$ cat src/data_flash_pkg.sv
// constants and carrier types of the data flash access unit
package data_flash_pkg;

	// ************************************************************
	// register indices, byte address is four times the index
	// ************************************************************
	localparam logic [5:0] IDX_OP_START  = 6'h0B;
	localparam logic [5:0] IDX_OP_STATUS = 6'h0C;
	localparam logic [5:0] IDX_ADDR0     = 6'h18;
	localparam logic [5:0] IDX_ADDR1     = 6'h19;
	localparam logic [5:0] IDX_ADDR2     = 6'h1A;
	localparam logic [5:0] IDX_ADDR3     = 6'h1B;
	localparam logic [5:0] IDX_DATA_LO   = 6'h1C;
	localparam logic [5:0] IDX_DATA_HI   = 6'h1D;
	localparam logic [5:0] IDX_ADDR4     = 6'h1E;
	localparam logic [5:0] IDX_IRQ_STAT  = 6'h20;
	localparam logic [5:0] IDX_IRQ_MASK  = 6'h21;

	// ************************************************************
	// field positions and reset values
	// ************************************************************
	localparam int         BIT_WRITE_START = 3;
	localparam int         BIT_ERASE_START = 2;
	localparam int         BIT_DONE_FLAG   = 0;
	localparam int         BIT_DONE_IRQ_EN = 1;
	localparam int         BIT_EV_WRITE    = 0;
	localparam int         BIT_EV_ERASE    = 1;
	localparam logic [3:0] RST_NIBBLE      = 4'h0;
	localparam int         ADDR_W          = 17;
	localparam int         SECTOR_LSB      = 9;

	// ************************************************************
	// timing
	// ************************************************************
	localparam int CLK_PERIOD_NS = 10;
	localparam int T_WRITE_NS    = 47000;
	localparam int T_ERASE_NS    = 3000000;
	localparam int WRITE_CYCLES  = T_WRITE_NS / CLK_PERIOD_NS;
	localparam int ERASE_CYCLES  = T_ERASE_NS / CLK_PERIOD_NS;
	localparam int CNT_W         = 19;

	typedef enum logic [2:0] {
		OP_IDLE  = 3'b001,
		OP_WRITE = 3'b010,
		OP_ERASE = 3'b100
	} op_e;

	typedef struct packed {
		op_e               op;
		logic [CNT_W-1:0]  cnt;
		logic [ADDR_W-1:0] addr;
		logic [ADDR_W-1:0] prog_addr;
		logic [3:0]        hi_nib;
		logic [15:0]       wbuf;
		logic [7:0]        rdata;
		logic              done;
		logic              done_en;
		logic [1:0]        ev_stat;
		logic [1:0]        ev_mask;
		logic [31:0]       prdata;
	} state_s;

endpackage : data_flash_pkg

$ cat src/data_flash_access_unit.sv
// data flash access unit: nibble registers over APB, address counter, write/erase sequencer
//
// Behaviour
// - five address nibbles form the byte address, nibble 0 lowest
// - only bit 0 of the top address nibble exists, upper bits read zero
// - low data nibble reads bits 3..0, high nibble bits 7..4
// - each write to the low data nibble increments the address
// - writing one to write-start begins programming, bit clears itself
// - writing one to erase-start begins sector erase, bit clears itself
// - completion flag set when write or erase finishes
// - completion interrupt raised while its enable bit is one, or by an unmasked write or erase event
// - start register resets to zero, low two bits read zero
// - last 64 bytes are reserved, hardware does not check
// - contents are bytes, split into two nibbles at the registers
// - sixteen bit buffer filled high then low nibble twice from even address
// - start ignored while completion flag is high
// - programming lasts 47 us and the cpu is held meanwhile
// - erase clears the addressed 512 byte sector, lasts 3 ms
module data_flash_access_unit #(
	parameter int WRITE_CYC = data_flash_pkg::WRITE_CYCLES,
	parameter int ERASE_CYC = data_flash_pkg::ERASE_CYCLES
) (
	// clock and reset
	input  wire logic        i_sys_clk,
	input  wire logic        i_rst,
	// apb slave
	input  wire logic        i_psel,
	input  wire logic        i_penable,
	input  wire logic        i_pwrite,
	input  wire logic [7:0]  i_paddr,
	input  wire logic [31:0] i_pwdata,
	output logic      [31:0] o_prdata,
	output logic             o_pready,
	output logic             o_pslverr,
	// flash array macro
	output logic      [17:0] o_fl_addr,
	output logic      [15:0] o_fl_wdata,
	output logic             o_fl_prog,
	output logic             o_fl_erase,
	input  wire logic [7:0]  i_fl_rdata,
	// cpu and interrupt
	output logic             o_cpu_hold,
	output logic             o_irq
);

	// package widths used in slices and casts below
	localparam int CNT_W      = data_flash_pkg::CNT_W;
	localparam int ADDR_W     = data_flash_pkg::ADDR_W;
	localparam int SECTOR_LSB = data_flash_pkg::SECTOR_LSB;

	// ************************************************************
	// decode and helpers
	// ************************************************************
	data_flash_pkg::state_s s_q;
	data_flash_pkg::state_s s_d;
	logic [5:0]             idx;
	logic                   wr_acc;
	logic                   rd_setup;
	logic                   idle;
	logic                   finish;
	logic [1:0]             ev_set;

	// register index is a mapped one
	function automatic logic is_mapped(input logic [5:0] ix);
		case (ix)
			data_flash_pkg::IDX_OP_START, data_flash_pkg::IDX_OP_STATUS,
			data_flash_pkg::IDX_ADDR0, data_flash_pkg::IDX_ADDR1,
			data_flash_pkg::IDX_ADDR2, data_flash_pkg::IDX_ADDR3,
			data_flash_pkg::IDX_DATA_LO, data_flash_pkg::IDX_DATA_HI,
			data_flash_pkg::IDX_ADDR4, data_flash_pkg::IDX_IRQ_STAT,
			data_flash_pkg::IDX_IRQ_MASK: is_mapped = 1'b1;
			default: is_mapped = 1'b0;
		endcase
	endfunction : is_mapped

	// bus phase decode, zero wait states
	assign idx      = i_paddr[7:2];
	assign wr_acc   = i_psel & i_penable & i_pwrite & is_mapped(idx);
	assign rd_setup = i_psel & ~i_penable & ~i_pwrite;
	assign idle     = (s_q.op == data_flash_pkg::OP_IDLE);
	assign finish   = ~idle & (s_q.cnt == '0);
	assign ev_set   = {finish & (s_q.op == data_flash_pkg::OP_ERASE),
	                   finish & (s_q.op == data_flash_pkg::OP_WRITE)};

	// ************************************************************
	// next state
	// ************************************************************
	always_comb begin
		s_d = s_q;
		s_d.rdata = i_fl_rdata;
		// read data prepared in the setup phase
		if (rd_setup) begin
			case (idx)
				data_flash_pkg::IDX_OP_START:
					s_d.prdata = {28'h0000000, s_q.op == data_flash_pkg::OP_WRITE,
					              s_q.op == data_flash_pkg::OP_ERASE, 2'h0};
				data_flash_pkg::IDX_OP_STATUS: s_d.prdata = {30'h00000000, s_q.done_en, s_q.done};
				data_flash_pkg::IDX_ADDR0:     s_d.prdata = {28'h0000000, s_q.addr[3:0]};
				data_flash_pkg::IDX_ADDR1:     s_d.prdata = {28'h0000000, s_q.addr[7:4]};
				data_flash_pkg::IDX_ADDR2:     s_d.prdata = {28'h0000000, s_q.addr[11:8]};
				data_flash_pkg::IDX_ADDR3:     s_d.prdata = {28'h0000000, s_q.addr[15:12]};
				data_flash_pkg::IDX_ADDR4:     s_d.prdata = {31'h00000000, s_q.addr[16]};
				data_flash_pkg::IDX_DATA_LO:   s_d.prdata = {28'h0000000, s_q.rdata[3:0]};
				data_flash_pkg::IDX_DATA_HI:   s_d.prdata = {28'h0000000, s_q.rdata[7:4]};
				data_flash_pkg::IDX_IRQ_STAT:  s_d.prdata = {30'h00000000, s_q.ev_stat};
				data_flash_pkg::IDX_IRQ_MASK:  s_d.prdata = {30'h00000000, s_q.ev_mask};
				default:                       s_d.prdata = 32'h00000000;
			endcase
		end
		// sequencer countdown
		if (~idle) begin
			s_d.cnt = s_q.cnt - 1'b1;
		end
		if (finish) begin
			s_d.op   = data_flash_pkg::OP_IDLE;
			s_d.cnt  = '0;
		end
		// register writes, ignored while the sequencer runs
		if (wr_acc & idle) begin
			case (idx)
				data_flash_pkg::IDX_OP_START: begin
					if (!s_q.done && i_pwdata[data_flash_pkg::BIT_WRITE_START]) begin
						s_d.op  = data_flash_pkg::OP_WRITE;
						s_d.cnt = CNT_W'(WRITE_CYC - 1);
					end else if (!s_q.done && i_pwdata[data_flash_pkg::BIT_ERASE_START]) begin
						s_d.op  = data_flash_pkg::OP_ERASE;
						s_d.cnt = CNT_W'(ERASE_CYC - 1);
					end
				end
				data_flash_pkg::IDX_OP_STATUS: begin
					s_d.done_en = i_pwdata[data_flash_pkg::BIT_DONE_IRQ_EN];
					if (!i_pwdata[data_flash_pkg::BIT_DONE_FLAG]) begin
						s_d.done = 1'b0;
					end
				end
				data_flash_pkg::IDX_ADDR0: s_d.addr[3:0]   = i_pwdata[3:0];
				data_flash_pkg::IDX_ADDR1: s_d.addr[7:4]   = i_pwdata[3:0];
				data_flash_pkg::IDX_ADDR2: s_d.addr[11:8]  = i_pwdata[3:0];
				data_flash_pkg::IDX_ADDR3: s_d.addr[15:12] = i_pwdata[3:0];
				data_flash_pkg::IDX_ADDR4: s_d.addr[16]    = i_pwdata[0];
				data_flash_pkg::IDX_DATA_HI: s_d.hi_nib = i_pwdata[3:0];
				data_flash_pkg::IDX_DATA_LO: begin
					if (s_q.addr[0]) begin
						s_d.wbuf[15:8] = {s_q.hi_nib, i_pwdata[3:0]};
					end else begin
						s_d.wbuf[7:0]  = {s_q.hi_nib, i_pwdata[3:0]};
					end
					s_d.prog_addr = {s_q.addr[ADDR_W-1:1], 1'b0};
					s_d.addr = s_q.addr + 1'b1;
				end
				data_flash_pkg::IDX_IRQ_MASK: s_d.ev_mask = i_pwdata[1:0];
				// one written clears a sticky event
				data_flash_pkg::IDX_IRQ_STAT: s_d.ev_stat = s_q.ev_stat & ~i_pwdata[1:0];
				default: s_d.addr = s_q.addr;
			endcase
		end
		// set wins over a clear in the same cycle
		if (finish) begin
			s_d.done = 1'b1;
		end
		s_d.ev_stat = s_d.ev_stat | ev_set;
	end

	// ************************************************************
	// state register
	// ************************************************************
	always_ff @(posedge i_sys_clk or posedge i_rst) begin
		if (i_rst) begin
			s_q         <= '0;
			s_q.op      <= data_flash_pkg::OP_IDLE;
			s_q.addr    <= '0;
			s_q.done_en <= data_flash_pkg::RST_NIBBLE[0];
		end else begin
			s_q <= s_d;
		end
	end

	// ************************************************************
	// outputs
	// ************************************************************
	assign o_prdata   = s_q.prdata;
	assign o_pready   = 1'b1;
	assign o_pslverr  = i_psel & i_penable & ~is_mapped(idx);
	assign o_fl_wdata = s_q.wbuf;
	assign o_fl_prog  = (s_q.op == data_flash_pkg::OP_WRITE);
	assign o_fl_erase = (s_q.op == data_flash_pkg::OP_ERASE);
	// sector selected by upper address bits
	always_comb begin
		case (s_q.op)
			data_flash_pkg::OP_WRITE: o_fl_addr = {1'b0, s_q.prog_addr};
			data_flash_pkg::OP_ERASE: o_fl_addr = {1'b0, s_q.addr[ADDR_W-1:SECTOR_LSB], 9'h000};
			default:                  o_fl_addr = {1'b0, s_q.addr};
		endcase
	end
	assign o_cpu_hold = ~idle;
	assign o_irq = (s_q.done & s_q.done_en) | (|(s_q.ev_stat & s_q.ev_mask));

	// ************************************************************
	// assertions
	// ************************************************************
	logic [CNT_W-1:0] run_len;

	// length of the running operation
	always_ff @(posedge i_sys_clk or posedge i_rst) begin
		if (i_rst) begin
			run_len <= '0;
		end else if (idle) begin
			run_len <= '0;
		end else begin
			run_len <= run_len + 1'b1;
		end
	end
endmodule : data_flash_access_unit

$ cat config.mk
export PLATFORM = sky130hd
export DESIGN_NAME = data_flash_access_unit
export DESIGN_NICKNAME = d
export VERILOG_FILES = /design/src/data_flash_pkg.sv /design/src/data_flash_access_unit.sv
export SDC_FILE = /design/constraint.sdc
export NUM_CORES = 1
export LEC_CHECK = 0
export BUFFER_PORTS_ARGS = -buffer_cell sky130_fd_sc_hd__buf_2
export CORE_MARGIN = 2
export CORE_UTILIZATION = 50
export DETAILED_ROUTE_END_ITERATION = 8
export PLACE_DENSITY = 0.84
export SKIP_CTS_REPAIR_TIMING = 1
export SKIP_LAST_GASP = 1
export SLEW_MARGIN = 40
export SYNTH_ARGS = -nofsm -noshare
export SYNTH_HDL_FRONTEND = slang
export SYNTH_SLANG_ARGS = --single-unit
$ cat constraint.sdc
create_clock -name i_sys_clk -period 3.35 [get_ports i_sys_clk]
set_clock_uncertainty 0.2 [all_clocks]
set_input_delay 0 -clock i_sys_clk [delete_from_list [all_inputs] [get_ports i_sys_clk]]
set_output_delay 0 -clock i_sys_clk [all_outputs]
set_load 0.1 [all_outputs]
After elaboration in Yosys (flattened, before gate mapping)
Cells that the tools add are included.
{ "op_classes": {"shifts": 0, "reduce_logical": 25, "n_eq_ne": 15, "div": 0, "mux": 25, "add_sub_neg": 2, "n_mul": 0, "n_bitwise": 21, "magnitude_cmp": 0} }
{ "op_table": {"columns": ["cell", "count"], "rows": [
  ["$mux W22", 4],
  ["$mux W76", 1],
  ["$pmux W4 S11", 1],
  ["$eq A6 B5 Y1 const B", 7],
  ["$pmux W17 S2", 1],
  ["$pmux W4 S2", 4],
  ["$logic_not A19 Y1", 1],
  ["$mux W19", 1],
  ["$sub A19 B1 Y19 const B", 1],
  ["$reduce_and A2 Y1", 9],
  ["$add A17 B1 Y17 const B", 1],
  ["$mux W17", 1],
  ["$mux W16", 1],
  ["$mux W8", 2],
  ["$reduce_bool A2 Y1", 7],
  ["$eq A6 B4 Y1 const B", 2],
  ["$eq A6 B6 Y1 const B", 2],
  ["$and A1 B1 Y1", 11],
  ["$reduce_or A11 Y1", 1],
  ["$reduce_and A3 Y1", 3],
  ["$mux W2", 3],
  ["$mux W6", 1],
  ["$not A1 Y1", 5],
  ["$and A2 B2 Y2", 2],
  ["13 further kinds", 16]
]} }
{ "word_totals": {"ff_bits": 121, "mem_count": 0, "in_bits": 53, "wordCells": 105, "mem_bits_ro": 0, "latch_bits": 0, "ramBits": 0, "out_inout_bits": 72} }

Logic depth before layout (Yosys ltp)
Gate-level depths: netlist (run 1).
{ "depth": {"word_depth": 8, "ltp_mapped": 8, "depth_no_buf": 7} }

Least setup slack after synthesis (run 1)
No wires, ideal clock.
{ "synth_path": {"path_kind": "reg-to-output", "from": "register s_q[121] in the netlist's numbering", "to": "output o_fl_addr[0]", "path_slack_ns": -0.829, "t_required_ns": 3.150, "path_buffers": 0, "path_stages_with_launch": 4, "t_arrival_ns": 3.979, "cell_sequence": "dfrtp_1 > nor3b_1 > nor2_1 > and2_1"} }
{ "synth_via": {"elab_chain_cells": 2, "word_cells_on_any_way": 3, "cone_classes": "eq/ne (2); mux (1)"} }
{ "synth_rtl": {"columns": ["element", "line", "text"], "rows": [
  ["start, declared", "data_flash_access_unit.sv:54", "data_flash_pkg::state_s s_q;"],
  ["$eq A3 B3 Y1", null, null],
  ["net o_fl_erase", "data_flash_access_unit.sv:39", "output logic o_fl_erase,"],
  ["$pmux W17 S2", "data_flash_access_unit.sv:189", "case (s_q.op)"],
  ["end, declared", "data_flash_access_unit.sv:36", "output logic [17:0] o_fl_addr,"]
]} }
The timed path passes the listed nets, and every way through them passes these cells.

Worst setup path after layout (run 1)
{ "layout_path": {"from": "register s_q[119] in the netlist's numbering", "to": "register s_q[83] in the netlist's numbering"} }
{ "layout_via": {"elab_chain_cells": 3} }
{ "layout_rtl": {"columns": ["element", "line", "text"], "rows": [
  ["$eq A3 B1 Y1", "data_flash_access_unit.sv:80", "assign idle = (s_q.op == data_flash_pkg::OP_IDLE);"],
  ["$and A1 B1 Y1", "data_flash_access_unit.sv:119", "if (wr_acc & idle) begin"],
  ["$reduce_and A2 Y1 (no line)", null, null]
]} }
Every way passes these cells.
A chain may end at the register's enable or synchronous reset.

==> impl_metrics.csv, run 1 <==
group,metric,value,unit
outcome,outcome,"finished with violations",
outcome,violations,"hold timing",
layout,area_growth,10.70,%
power_and_ir_drop,power.density,388.4,mW/mm2
worst_setup_path,worst-setup-path-type,"reg2reg",
floorplan,initial_utilization,51.19,%
routing,num_vias,4095,
layout,diodes,0,
layout,n_fill_cell,892,
power_and_ir_drop,p_int,1.539,mW
worst_setup_path,critPathArrivalTime,3.05,ns
logic_synthesis,synth_edf_count,0,
logic_synthesis,syn-cell-area,0.005238,mm2
worst_setup_path,critical_path.startpoint_type,"register",
floorplan,die_h,106.3,um
routing,routed_wl,11890,um
routing,vias_per_cell,5.759,
sta,tns,0,ns
clock_network,cts.sinks,93,
sta,fmax,334.5,MHz
worst_setup_path,crit_family,"simple AND/OR/NAND/NOR gates",
grt,grt_util_all_layers,21.46,%
clock_network,cts_tree,"built",
logic_synthesis,netlist_top_cells_count,"92 x dfrtp_1, 52 x buf_4, 47 x mux2_2, 42 x nand2_1, 31 x nor2_1",
power_and_ir_drop,combPwrFrac,15.4,%
worst_setup_path,slowest_stage,"nor4_2",
clock_network,clockBufferDepth,2,
floorplan,die_x,106.3,um
layout,drive_gt1_share,28.17,%
grt,met2_usage,36.49,%
routing,wl_per_cell,16.73,um
power_and_ir_drop,ir_worst_vdd,0.1751,mV
worst_setup_path,worstPathCellList,"nor3b_4, inv_2, nor4_2, a21oi_1, o22ai_1, a31oi_1, dlygate4sd3_1",
logic_synthesis,async_flop_share,100.0,%
routing,first_iter_violations,344,
sta,max_slew_margin,52.72,%
routing,drtAntennaViolNets,0,
grt,grt_max_degree,58,
placed_design,port_buffers,64,
power_and_ir_drop,p_switching,0.7125,mW
logic_synthesis,synth_top_area_share,43.96,%
worst_setup_path,critPathBufInv,2,
routing,drt-pass1-iter-count,5,
clock_network,cts_buffers,9,
worst_setup_path,critPathMaxStageDelay,0.69,ns
logic_synthesis,synth_most_common_cell,"dfrtp_1",
layout,nets,625,
sta,worst-slew-pin-transition,0.7033,ns
floorplan,row_count,37,
grt,grt.overflow.total,0,
grt,grt_pass1_vias,3963,
clock_network,clkTransAtPathRegs,0.10,ns
logic_synthesis,yosysSeqAreaShare,44.46,%
logic_synthesis,synth_area_leader_cell,"dfrtp_1",
worst_setup_path,worstPathRequired,3.41,ns
min_path,worstHoldPathType,"in2reg",
sta,finalSetupViolCount,0,
logic_synthesis,synthFlopType,"dfrtp_1",
logic_synthesis,avgSynthCellArea,10.13,um2
routing,drc,0,
power_and_ir_drop,p_sw_share,31.64,%
worst_setup_path,crit_path_end_kind,"register",
sta,finalHoldViolCount,4,
grt,grt_pass1_wl,19130,um
floorplan,coreArea,0.01023,mm2
floorplan,die-area,0.01131,mm2
power_and_ir_drop,pwr-share-seq,50.8,%
logic_synthesis,synthTopCellsByArea,"dfrtp_1 44%, mux2_2 10%, buf_4 7.5%, nand2_1 3.0%, nor2_1 2.2%",
sta,rsz0062_at_grt,"no",
floorplan,ioPinCount,125,
logic_synthesis,synthesis.instances,517,
flow_run,max_cap_viol_count,0,
grt,gr-max-usage-layer,"met2",
grt,use_met1,26.88,%
layout,utilization,56.67,%
grt,antenna_found_initial,0,
sta,min_period,2.990,ns
sta,slew_violations,0,
logic_synthesis,yosysUniqueCellTypes,71,
clock_network,h-tree-depth,3,
clock_network,clock_latency,0.37,ns
power_and_ir_drop,p_leak,2.742,nW
placed_design,dpl.hpwl,8300,um
clock_network,clockRootBuffer,"clkbuf_8",
sta,whs,-0.03914,ns
worst_setup_path,critPathMaxFanout,15,
logic_synthesis,yosysWarnings,0,
placed_design,finalWeightedCongestion,0.8809,
logic_synthesis,ys_ff_latch,93,
power_and_ir_drop,clkPwrFrac,33.8,%
sta,post-route-period-util,89.24,%
grt,met3_usage,3.127,%
## cell families after synthesis
group,count (synthesis),share of synthesized area [%]
buf+inv,85,10.06
flops,93,44.46
xor+xnor,14,2.341
other cells,2,0.1434
simple gates,167,17.85
fa+ha+maj,2,0.4777
mux,54,11.68
compound gates,100,13.00
## through the flow
stage,cells,setup slack [ns],cell area [um2],total power [mW]
4_1_cts,694,0.6647,5628,2.262
6_report,711,0.3603,5798,2.252
2_1_floorplan,545,0.4549,5348,1.489
5_1_grt,711,0.1539,5798,2.326
3_5_place_dp,678,0.6827,5429,1.498
3_3_place_gp,678,0.6482,5420,1.492
## area by class of cell
class	count	area, um2	area share (%)
clock buffers	9	123.9	2.136
clock inverters	7	75.07	1.295
inverters	12	50.05	0.8632
multi-input cells	367	2502	43.16
flip-flops and latches	93	2328	40.16
well taps	136	170.2	2.935
repair buffers	87	548.0	9.452
## worst paths after layout
kind                            cells after the start              to  slack [ns]  startpoint
worst max-delay path                                7         s_q[83]        0.36    s_q[119]
worst min-delay path                                4         s_q[86]       -0.04  i_paddr[4]
worst max register to register                      7         s_q[83]        0.36    s_q[119]
worst min register to register                      1         s_q[76]        0.31     s_q[76]
max in group asynchronous                           4         s_q[76]        2.36       i_rst
min in group asynchronous                           3  o_fl_wdata[11]           0       i_rst
## sequential cells by signal, summed over array words and instances (netlist names)
name	flops
s_q	73
o_fl_wdata	16
o_prdata	4
## power by group through the flow
stage / Clock, mW / Combinational (mW) / Sequential (mW)
5_1_grt: 0.819 / 0.364 / 1.14
3_5_place_dp: 0 / 0.333 / 1.16
4_1_cts: 0.786 / 0.333 / 1.14
6_report: 0.762 / 0.348 / 1.14
3_3_place_gp: 0 / 0.328 / 1.16
2_1_floorplan: 0 / 0.327 / 1.16
## worst register-to-register path, cell delays in order (launching register included)
cell           delay [ns]
dfstp_2              0.58
nor3b_4              0.30
inv_2                0.19
nor4_2               0.69
a21oi_1              0.15
o22ai_1              0.15
a31oi_1              0.06
dlygate4sd3_1        0.58
## cells in the final DEF (no fill, tap or decap), drive strengths merged, types with 3 or more instances in the layout
cell          n
dfrtp        92
buf          70
mux2         47
nand2        43
nor2         33
conb         30
nor3         21
o21ai        21
nand3        18
a21oi        17
dlygate4sd3  17
inv          12
a31oi        10
a22o         10
clkbuf        9
xnor2         7
xor2          7
nor4          7
mux2i         6
o22a          6
or2           6
clkinv        6
nand4         5
nor2b         4
nand2b        4
a22oi         4
o22ai         4
nor3b         4
nand3b        3
o2bb2ai       3
o211ai        3
o21a          3
nand4b        3
and4          3
and2          3
o31ai         3
or4b          3
a21boi        3
## routing by layer
metal  vias up  routed length (um)
met3        23                 571
met5         -                   0
met1      2048                5145
met2       136                5913
li1       1888                   -
met4         0                 263
Note: power is estimated with default switching activity, not from simulation.
==> run 2: changes to the inputs <==
Settings changed: REMOVE_ABC_BUFFERS from default to 1.
==> impl_metrics.csv, run 2 (synthesis gave the netlist of run 1 again) <==
group,metric,value,unit
sta,post-route-period-util,79.65,%
floorplan,ioPinCount,125,
clock_network,clockRootBuffer,"clkbuf_8",
worst_setup_path,rr_worst_depth,5,
power_and_ir_drop,p_leak,2.738,nW
clock_network,cts.sinks,93,
worst_setup_path,reg2reg_slack,0.68,ns
grt,grt_util_all_layers,22.60,%
grt,grt_pass1_wl,19940,um
flow_run,max_cap_viol_count,0,
sta,fmax,374.8,MHz
clock_network,clockBufferDepth,2,
layout,area_growth,10.61,%
layout,nets,628,
clock_network,clock_latency,0.37,ns
power_and_ir_drop,power.density,388.4,mW/mm2
sta,setup_ws,0.6816,ns
floorplan,die_h,106.3,um
grt,grt_pass1_vias,3942,
routing,drc,0,
floorplan,coreArea,0.01023,mm2
worst_setup_path,cp.depth,5,
worst_setup_path,critPathBufInv,1,
layout,n_fill_cell,876,
grt,met3_usage,4.966,%
sta,min_period,2.668,ns
worst_setup_path,crit_path_end_kind,"register",
routing,wl_per_cell,17.18,um
grt,antenna_found_initial,0,
placed_design,port_buffers,64,
worst_setup_path,critical_path.startpoint_type,"register",
clock_network,h-tree-depth,3,
grt,use_met1,31.12,%
placed_design,finalWeightedCongestion,0.9141,
clock_network,cts_tree,"built",
worst_setup_path,worst-setup-path-type,"reg2reg",
min_path,worstHoldPathType,"in2reg",
sta,worst-slew-pin-transition,0.5976,ns
layout,largest_register,"s_q",
routing,first_iter_violations,286,
layout,multi_input_area,0.002497,mm2
clock_network,clkTransAtPathRegs,0.09,ns
grt,met2_usage,35.67,%
floorplan,die_x,106.3,um
worst_setup_path,endpoint,"s_q[65]",
placed_design,pre_cts_slack,0.6924,ns
sta,rsz0062_at_grt,"no",
grt,grt.overflow.total,0,
worst_setup_path,worstPathRequired,3.41,ns
sta,whs,-0.01511,ns
routing,drt-pass1-iter-count,5,
sta,finalSetupViolCount,0,
worst_setup_path,critPathLaunch,"s_q[119]",
layout,drive_gt1_share,27.90,%
layout,largest_reg_flops,73,
floorplan,initial_utilization,51.19,%
power_and_ir_drop,ir_worst_vdd,0.2957,mV
floorplan,row_count,37,
grt,grt_max_degree,43,
layout,diodes,0,
worst_setup_path,r2r-end,"s_q[65]",
outcome,outcome,"finished with violations",
worst_setup_path,critPathMaxStageDelay,0.57,ns
grt,gr-max-usage-layer,"met2",
layout,utilization,56.62,%
routing,num_vias,4075,
sta,slew_violations,0,
worst_setup_path,critPathMaxFanout,15,
placed_design,dpl.hpwl,8670,um
routing,routed_wl,12250,um
worst_setup_path,crit_family,"simple AND/OR/NAND/NOR gates",
floorplan,die-area,0.01131,mm2
worst_setup_path,worstPathCellList,"nor3b_4, inv_2, or3_1, nor3_2, mux2_2",
routing,drtAntennaViolNets,0,
layout,mostFrequentLayoutCells,"92 x dfrtp_1, 64 x buf_2, 47 x mux2_2",
sta,max_slew_margin,59.89,%
worst_setup_path,critPathArrivalTime,2.73,ns
sta,finalHoldViolCount,1,
routing,vias_per_cell,5.715,
outcome,violations,"hold timing",
clock_network,cts_buffers,9,
layout,register_area,0.002328,mm2
worst_setup_path,slowest_stage,"dfstp_2",
worst_setup_path,timing.rr.start,"s_q[119]",
layout,final_common_cell,"dfrtp_1",
## run 2: how the worst min path moves through the flow
| stage | endpoint | start | cells after the start | slack, ns |
|---|---|---|---|---|
| after global placement | s_q[38] | i_fl_rdata[0] | 1 | -0.09 |
| after global routing | o_prdata[1] | i_paddr[5] | 4 | 0.008 |
| final | o_prdata[1] | i_paddr[5] | 4 | -0.02 |
| after CTS | s_q[42] | i_fl_rdata[4] | 1 | -0.49 |
| after detailed placement | s_q[45] | i_fl_rdata[7] | 1 | -0.09 |
| after floorplan | s_q[38] | i_fl_rdata[0] | 0 | -0.17 |
## run 2: layout make-up
| cell class | instances | area share [%] |
|---|---|---|
| multi-input cells | 367 | 43.11 |
| flip-flops and latches | 93 | 40.19 |
| clock buffers | 12 | 2.505 |
| clock inverters | 3 | 0.7991 |
| inverters | 12 | 0.8207 |
| well taps | 136 | 2.937 |
| repair buffers | 90 | 9.633 |
## run 2: worst register-to-register path: stages (launching register included)
cell and delay, ns:
dfstp_2 0.57, nor3b_4 0.30, inv_2 0.19, or3_1 0.56
nor3_2 0.35, mux2_2 0.38
## run 2: metrics by stage
step	power, mW	setup TNS (ns)	std cells	instance area [um2]
after floorplan	1.435	-34.96	472	4861
after global placement	1.495	0	681	5425
after detailed placement	1.499	0	681	5430
after CTS	2.244	0	696	5622
after global routing	2.336	0	713	5793
final	2.250	0	713	5793
## run 2: routing by layer
metal | up-vias | wire (um)
met4 | 0 | 226
met1 | 2032 | 5387
met3 | 19 | 719
met2 | 136 | 5917
met5 | - | 0
li1 | 1888 | -
## run 2: where the power goes
group	total (mW)	internal, mW	leakage (nW)	switching [mW]
sequential	1.14	1.13	1.22	0.00733
combinational	0.350	0.0554	1.43	0.295
clock	0.758	0.364	0.0927	0.394
total	2.25	1.55	2.74	0.696
